### config.mk
export PLATFORM = sky130hd
export DESIGN_NAME = supply_monitor_gain_ctrl
export DESIGN_NICKNAME = d
export VERILOG_FILES = /design/src/supply_monitor_gain_pkg.sv /design/src/supply_monitor_gain_ctrl.sv
export SDC_FILE = /design/constraint.sdc
export NUM_CORES = 1
export LEC_CHECK = 0
export BUFFER_PORTS_ARGS = -buffer_cell sky130_fd_sc_hd__buf_4
export CORE_UTILIZATION = 25
export DETAILED_ROUTE_END_ITERATION = 7
export HOLD_SLACK_MARGIN = 0.1
export RECOVER_POWER = 100
export SYNTH_ARGS = -nofsm -noshare
export SYNTH_HDL_FRONTEND = slang
export SYNTH_SLANG_ARGS = --single-unit
### constraint.sdc
create_clock -name mclk -period 6.02 [get_ports mclk]
set_input_delay 0.301 -clock mclk [delete_from_list [all_inputs] [get_ports mclk]]
set_output_delay 0.301 -clock mclk [all_outputs]
set_load 0.005 [all_outputs]
### src/supply_monitor_gain_pkg.sv
package supply_monitor_gain_pkg;
  localparam int GAIN_W = 8;
  localparam logic [7:0] GAIN_RESET = 8'h00;
  localparam int CUR_GAIN_LSB = 0;
  localparam int NOLOAD_LSB = 2;
  localparam int ABS_SUM_BIT = 4;
  localparam int VOLT_GAIN_LSB = 5;
  localparam int STAT_W = 16;
  localparam int STAT_LOW_SUPPLY_BIT = 0;
  localparam int SAMPLE_DIV = 12;
  localparam logic [3:0] SAMPLE_DIV_LAST = 4'hb;
  localparam int FILT_LEN = 16;
  localparam logic [4:0] FILT_MAX = 5'h10;
  localparam int SAMPLE_W = 24;
  localparam int DECIM_LOG2 = 8;
  localparam logic [7:0] DECIM_LAST = 8'hff;
  typedef enum logic [1:0] {
    GAIN_X1 = 2'b00,
    GAIN_X2 = 2'b01,
    GAIN_X4 = 2'b10
  } gain_sel_t;
  typedef enum {SUPPLY_OK, SUPPLY_LOW} supply_state_t;
endpackage : supply_monitor_gain_pkg

### src/supply_monitor_gain_ctrl.sv
`timescale 1ns/1ps
module supply_monitor_gain_ctrl
  import supply_monitor_gain_pkg::*;
(
  input wire logic mclk,
  input wire logic sys_rst,
  input wire logic reset_n_pin,
  input wire logic analog_supply_low,
  input wire logic gain_wr,
  input wire logic [GAIN_W-1:0] gain_wdata,
  output logic [GAIN_W-1:0] analog_gain_config,
  input wire logic status_rd,
  output logic [STAT_W-1:0] status_read_clear_reg,
  input wire logic [STAT_W-1:0] irq_enable,
  input wire logic [STAT_W-1:0] event_set,
  output logic irq_n_out,
  output logic irq_n_oe,
  output logic accum_enable,
  output logic [2:0] current_amp_gain_x,
  output logic [2:0] voltage_amp_gain_x,
  output logic [1:0] noload_sel,
  output logic abs_sum_sel,
  output logic mod_sample_en,
  input wire logic [2:0] cur_mod_bits,
  input wire logic [2:0] volt_mod_bits,
  output logic [SAMPLE_W-1:0] cur_sample [3],
  output logic [SAMPLE_W-1:0] volt_sample [3],
  output logic sample_valid
);

  function automatic logic [2:0] gain_factor(input logic [1:0] code);
    unique case (code)
      GAIN_X2: gain_factor = 3'd2;
      GAIN_X4: gain_factor = 3'd4;
      default: gain_factor = 3'd1;
    endcase
  endfunction : gain_factor

  ////////////////////////////////////////////////////////////////////////////
  logic rpin_s1_reg, rpin_s2_reg, sup_s1_reg, sup_s2_reg;
  logic rst;
  always_ff @(posedge mclk) begin
    rpin_s1_reg <= reset_n_pin;
    rpin_s2_reg <= rpin_s1_reg;
    sup_s1_reg <= analog_supply_low;
    sup_s2_reg <= sup_s1_reg;
  end
  assign rst = sys_rst | ~rpin_s2_reg;

  ////////////////////////////////////////////////////////////////////////////
  // gain register, read back directly
  logic [GAIN_W-1:0] gain_reg, gain_next;
  always_comb begin
    gain_next = gain_reg;
    if (gain_wr) begin
      gain_next = gain_wdata;
    end
  end
  always_ff @(posedge mclk) begin
    if (rst) begin
      gain_reg <= GAIN_RESET;
    end else begin
      gain_reg <= gain_next;
    end
  end
  assign analog_gain_config = gain_reg;
  // one field per channel, shared by phases a, b, c
  assign current_amp_gain_x =
    gain_factor(gain_reg[CUR_GAIN_LSB +: 2]);
  assign voltage_amp_gain_x =
    gain_factor(gain_reg[VOLT_GAIN_LSB +: 2]);
  assign noload_sel = gain_reg[NOLOAD_LSB +: 2];
  assign abs_sum_sel = gain_reg[ABS_SUM_BIT];

  ////////////////////////////////////////////////////////////////////////////
  // supply filter: counter must saturate both ways to change state
  supply_state_t sup_state_reg, sup_state_next;
  logic [4:0] filt_reg, filt_next;
  logic low_enter;
  always_comb begin
    filt_next = filt_reg;
    sup_state_next = sup_state_reg;
    low_enter = 1'b0;
    if (sup_s2_reg && filt_reg != FILT_MAX) begin
      filt_next = filt_reg + 5'd1;
    end else if (!sup_s2_reg && filt_reg != 5'd0) begin
      filt_next = filt_reg - 5'd1;
    end
    unique case (sup_state_reg)
      SUPPLY_OK: if (filt_reg == FILT_MAX) begin
        sup_state_next = SUPPLY_LOW;
        low_enter = 1'b1;
      end
      SUPPLY_LOW: if (filt_reg == 5'd0) begin
        sup_state_next = SUPPLY_OK;
      end
    endcase
  end
  always_ff @(posedge mclk) begin
    if (rst) begin
      filt_reg <= 5'd0;
      sup_state_reg <= SUPPLY_OK;
    end else begin
      filt_reg <= filt_next;
      sup_state_reg <= sup_state_next;
    end
  end
  assign accum_enable = (sup_state_reg == SUPPLY_OK) && !rst;

  ////////////////////////////////////////////////////////////////////////////
  // status flags; a set in the read cycle survives the clear
  logic [STAT_W-1:0] stat_reg, stat_next, stat_set, irq_mask;
  always_comb begin
    stat_set = event_set;
    stat_set[STAT_LOW_SUPPLY_BIT] = low_enter;
    stat_next = status_rd ? stat_set : (stat_reg | stat_set);
  end
  always_ff @(posedge mclk) begin
    if (rst) begin
      stat_reg <= '0;
    end else begin
      stat_reg <= stat_next;
    end
  end
  assign status_read_clear_reg = stat_reg;
  always_comb begin
    irq_mask = irq_enable;
    irq_mask[STAT_LOW_SUPPLY_BIT] = 1'b0;
  end
  assign irq_n_out = 1'b0;
  assign irq_n_oe = ~(|(stat_reg & irq_mask)); // low oe = pulling low

  ////////////////////////////////////////////////////////////////////////////
  logic [3:0] div_reg, div_next;
  always_comb begin
    div_next = (div_reg == SAMPLE_DIV_LAST) ? 4'd0 : div_reg + 4'd1;
  end
  always_ff @(posedge mclk) begin
    if (rst) begin
      div_reg <= 4'd0;
    end else begin
      div_reg <= div_next;
    end
  end
  assign mod_sample_en = (div_reg == SAMPLE_DIV_LAST);

  ////////////////////////////////////////////////////////////////////////////
  // boxcar decimator: count of ones over 256 samples, scaled to 24 bits;
  // crude but keeps area tiny, no noise shaping filter
  logic [DECIM_LOG2-1:0] dcnt_reg, dcnt_next;
  logic [5:0] mbits;
  logic [DECIM_LOG2:0] acc_reg [6];
  logic [DECIM_LOG2:0] acc_next [6];
  logic [SAMPLE_W-1:0] smp_reg [6];
  logic [SAMPLE_W-1:0] smp_next [6];
  logic valid_reg, valid_next;
  logic dump;
  assign mbits = {volt_mod_bits, cur_mod_bits};
  assign dump = mod_sample_en && dcnt_reg == DECIM_LAST;
  always_comb begin
    dcnt_next = mod_sample_en ? dcnt_reg + 8'd1 : dcnt_reg;
    valid_next = dump;
  end
  for (genvar i = 0; i < 6; i++) begin : g_dec
    always_comb begin
      acc_next[i] = acc_reg[i];
      smp_next[i] = smp_reg[i];
      if (mod_sample_en) begin
        acc_next[i] = dump ? '0 : acc_reg[i] + {8'd0, mbits[i]};
      end
      if (dump) begin
        smp_next[i] = {acc_reg[i] + {8'd0, mbits[i]}, 15'd0};
      end
    end
    always_ff @(posedge mclk) begin
      if (rst) begin
        acc_reg[i] <= '0;
        smp_reg[i] <= '0;
      end else begin
        acc_reg[i] <= acc_next[i];
        smp_reg[i] <= smp_next[i];
      end
    end
  end
  always_ff @(posedge mclk) begin
    if (rst) begin
      dcnt_reg <= '0;
      valid_reg <= 1'b0;
    end else begin
      dcnt_reg <= dcnt_next;
      valid_reg <= valid_next;
    end
  end
  for (genvar p = 0; p < 3; p++) begin : g_out
    assign cur_sample[p] = smp_reg[p];
    assign volt_sample[p] = smp_reg[p+3];
  end
  assign sample_valid = valid_reg;

  ////////////////////////////////////////////////////////////////////////////
  a_low_blocks_accum: assert property (@(posedge mclk) disable iff (rst)
    sup_state_reg == SUPPLY_LOW |-> !accum_enable)
    else $error("accumulation active while supply low");
  a_filter_needs_run: assert property (@(posedge mclk) disable iff (rst)
    $rose(sup_state_reg == SUPPLY_LOW) |-> $past(filt_reg) == FILT_MAX)
    else $error("low state entered without full filter");
  a_low_sets_flag: assert property (@(posedge mclk) disable iff (rst)
    low_enter |=> stat_reg[STAT_LOW_SUPPLY_BIT])
    else $error("low-supply flag not set");
  a_low_never_irq: assert property (@(posedge mclk) disable iff (rst)
    !(|(stat_reg & irq_enable & ~(16'd1 << STAT_LOW_SUPPLY_BIT)))
    |-> irq_n_oe)
    else $error("low-supply flag drove irq");
  a_gain_two: assert property (@(posedge mclk)
    gain_reg[CUR_GAIN_LSB +: 2] == GAIN_X2 |-> current_amp_gain_x == 3'd2)
    else $error("current gain code 01 not x2");
  a_volt_gain: assert property (@(posedge mclk)
    gain_reg[VOLT_GAIN_LSB +: 2] == GAIN_X4 |-> voltage_amp_gain_x == 3'd4)
    else $error("voltage gain code 10 not x4");
  a_div_twelve: assert property (@(posedge mclk) disable iff (rst)
    mod_sample_en |=> !mod_sample_en [*8] ##1 !mod_sample_en [*3]
    ##1 mod_sample_en)
    else $error("sample enable not every 12 clocks");
  a_read_clears: assert property (@(posedge mclk) disable iff (rst)
    status_rd && event_set == '0 && !low_enter |=> stat_reg == '0)
    else $error("status not cleared by read");
  a_reset_unity: assert property (@(posedge mclk)
    $past(rst) |-> current_amp_gain_x == 3'd1)
    else $error("gain not unity after reset");
  c_supply_low: cover property (@(posedge mclk) low_enter);
  c_sample_out: cover property (@(posedge mclk) sample_valid);
  c_irq_active: cover property (@(posedge mclk) !irq_n_oe);
  c_read_clear: cover property (@(posedge mclk) status_rd && |stat_reg);

endmodule : supply_monitor_gain_ctrl

==> impl_metrics.yaml <==
outcome:
  violations: "capacitance limit, slew limit"
  outcome: "finished with violations"
layout:
  drive_gt1_frac: 0.1597
  layout_common_cells: "155 x dfxtp_1, 91 x conb_1, 70 x nor2_1, 70 x a21oi_1, 67 x nand2_1"
  n_fill_cell: 2968
  layout_commonest_cell: "dfxtp_1"
  syn2layout_area_growth_pct: 21.18
  final_nets: 994
  diodes: 0
die:
  dieArea_um2: 29270
  die_w_um: 171.1
  fp.coreArea_um2: 27930
  placementRows: 61
  fp.dieH_um: 171.1
  initial_core_util: 0.2558
  pin_count: 234
clocking:
  cts_tree: "done"
  cts.path.max_buffers: 2
  htreeDepth: 4
  cts_root_buffer: "clkbuf_16"
  cts-resized-gates: 0
  clkTransAtPathRegs_ps: 60
  postCtsSetupBuffers: 0
  clk_latency_ps: 420
  cts_hold_buf: 17
  numCtsBuffers: 17
  clock-sinks: 155
route:
  drt-pass1-iter-count: 4
  dr_total_vias: 5482
  antenna_left: 0
  drtIter0Drc: 279
  wl_per_cell_um: 12.90
  finalWirelength_um: 16920
  drc: 0
  via_per_inst: 4.182
job:
  cap_violations: 1
placed_design:
  dpl_worst_slack_ps: 3270
  dp.final_hpwl_um: 11530
  gp_congestion: 0.7761
  portBuffers: 140
global_routing:
  antenna_found_initial: 0
  first_global_vias: 5100
  grt_max_degree: 97
  grt_util_all_layers: 0.1146
  grt_pass1_wl_um: 26250
  gr-total-overflow: 0
pwr:
  p_switching_uw: 516.3
  seqPwrFrac: 0.455
  power_density_nw_per_um2: 265.7
  p_clk_frac: 0.489
  internal_power_mw: 1.785
  p_comb_frac: 0.056
  leakagePower_nw: 3.355
  swShare: 0.2243
  vdd_drop_max_mv: 0.1658
critical_path:
  cp_max_fo: 73
  critPathLaunchType: "flop"
  worstRegToRegCells: 5
  worstSetupEndpointType: "flop"
  r2r_slack_ps: 2150
  cp-startpoint: "rpin_s2_reg"
  critPathKind: "reg -> reg"
  r2r-end: "acc_reg[4][2]"
  critical_path_arrival_ps: 4200
  reg2reg_from: "rpin_s2_reg"
  crit_required_ps: 6350
yosys:
  seq_area_frac_synth: 0.4342
  synth_top_cell_area_share: 0.4342
  syn_inst: 789
  synth_area_leaders: "dfxtp_1 43%, buf_4 10%, a21oi_1 4.9%"
  synth-async-reset-ratio: 0
  ys_seq_elements: 155
  synth_top_area_cell: "dfxtp_1"
  synth-edff-count: 0
  ys_types: 51
  yosys_warnings: 0
  synth_ff_type: "dfxtp_1"
  synth.avg_cell_area_um2: 9.058
  synth_area_um2: 7147
sta:
  rsz0062_at_grt: "false"
  period_share: 0.6431
  skew_ps: 11.80
  hold_viol: 0
  fmax_mhz: 258.3
  fin_ws_ps: 2148
  setup_viol: 0
  worst_slew_pin_slew_ps: 1648
  setup_tns_ps: 0
  slew_violations: 16
  max_slew_margin: -0.1053
  fin_crit_ps: 3872
min_path:
  hold_end: "analog_gain_config[5]"
  hold_depth: 3
  hold_path_class: "in -> reg"
  hold_start: "gain_wdata[5]"
-- critical path, cell delays in order, from the launching register on --
cell	delay, ps
dfxtp_1	370
nand2b_4	500
a211oi_1	1470
clkbuf_1	990
or2b_1	290
a31oi_1	160
-- synthesized netlist by cell type, types with 2 or more instances --
| cell | instances |
|---|---|
| and4_1 | 3 |
| o22ai_1 | 3 |
| buf_4 | 96 |
| nor2_1 | 69 |
| a31oi_1 | 16 |
| xor2_1 | 19 |
| nor4_1 | 3 |
| nand2_1 | 67 |
| a21o_1 | 2 |
| a21oi_1 | 70 |
| a22o_1 | 12 |
| buf_2 | 10 |
| or2b_1 | 3 |
| and3_1 | 12 |
| xnor2_1 | 34 |
| nand3_1 | 27 |
| dfxtp_1 | 155 |
| mux2i_1 | 8 |
| o21ai_0 | 47 |
| nand4b_1 | 2 |
| clkbuf_1 | 22 |
| o21ai_1 | 4 |
| nand2b_1 | 4 |
| a211oi_2 | 18 |
| buf_6 | 9 |
| a41oi_1 | 2 |
| inv_1 | 14 |
| ha_1 | 21 |
| nand4_1 | 6 |
| a22oi_1 | 6 |
| nor3_1 | 5 |
-- metal layers --
metal | vias up | global-route usage | wire length (um)
met5 | - | 0 | 0
met2 | 141 | 0.1736 | 7801
li1 | 2794 | - | -
met1 | 2535 | 0.1463 | 7897
met3 | 12 | 0.04326 | 1060
met4 | 0 | 0.04387 | 159
-- worst max path at each step --
stage               depth (start not counted)  slack (ps)        endpoint
finish                                      5        2150   acc_reg[4][2]
global placement                            6        3340   acc_reg[0][2]
detailed placement                          6        3270   acc_reg[4][2]
CTS                                         6        3380  smp_reg[3][18]
floorplan                                   8        4040     filt_reg[4]
global route                                6        1750   acc_reg[4][2]
-- logic make-up after synthesis --
group           Yosys count  synth area share
mux                       8           0.01120
compound gates          191            0.1735
other cells               1         0.0005247
simple gates            207            0.1331
flops                   155            0.4342
buf+inv                 152            0.1430
fa+ha+maj                22           0.03957
xor+xnor                 53           0.06495
-- power by group through the flow --
stage                     Sequential [mW]  Combinational (mW)  Clock (mW)
after floorplan                      1.07               0.111           0
after global placement               1.07               0.119           0
after detailed placement             1.07               0.121           0
after CTS                            1.05               0.131        1.16
after global routing                 1.05               0.148        1.20
final                                1.05               0.129        1.13
-- layout make-up --
type	instances	area, um2	area share
multi-input cells	572	3324	0.3838
flip-flops and latches	155	3103	0.3583
repair buffers	160	1079	0.1245
clock buffers	23	508.0	0.05865
well taps	378	473.0	0.05461
clock inverters	9	121.4	0.01401
inverters	14	52.55	0.006068
-- through the flow --
stage	area, um2	hold WS, ps	utilization	std cells	power [mW]
finish	8661	124.5	0.3100	1311	2.302
floorplan	7485	309.6	-	879	1.180
CTS	8874	101.2	0.3177	1311	2.343
global route	8661	107.1	0.3100	1311	2.396
global placement	8074	312.8	0.2890	1262	1.190
detailed placement	8074	312.1	0.2890	1262	1.192
Power figures use the tool's default switching activity.
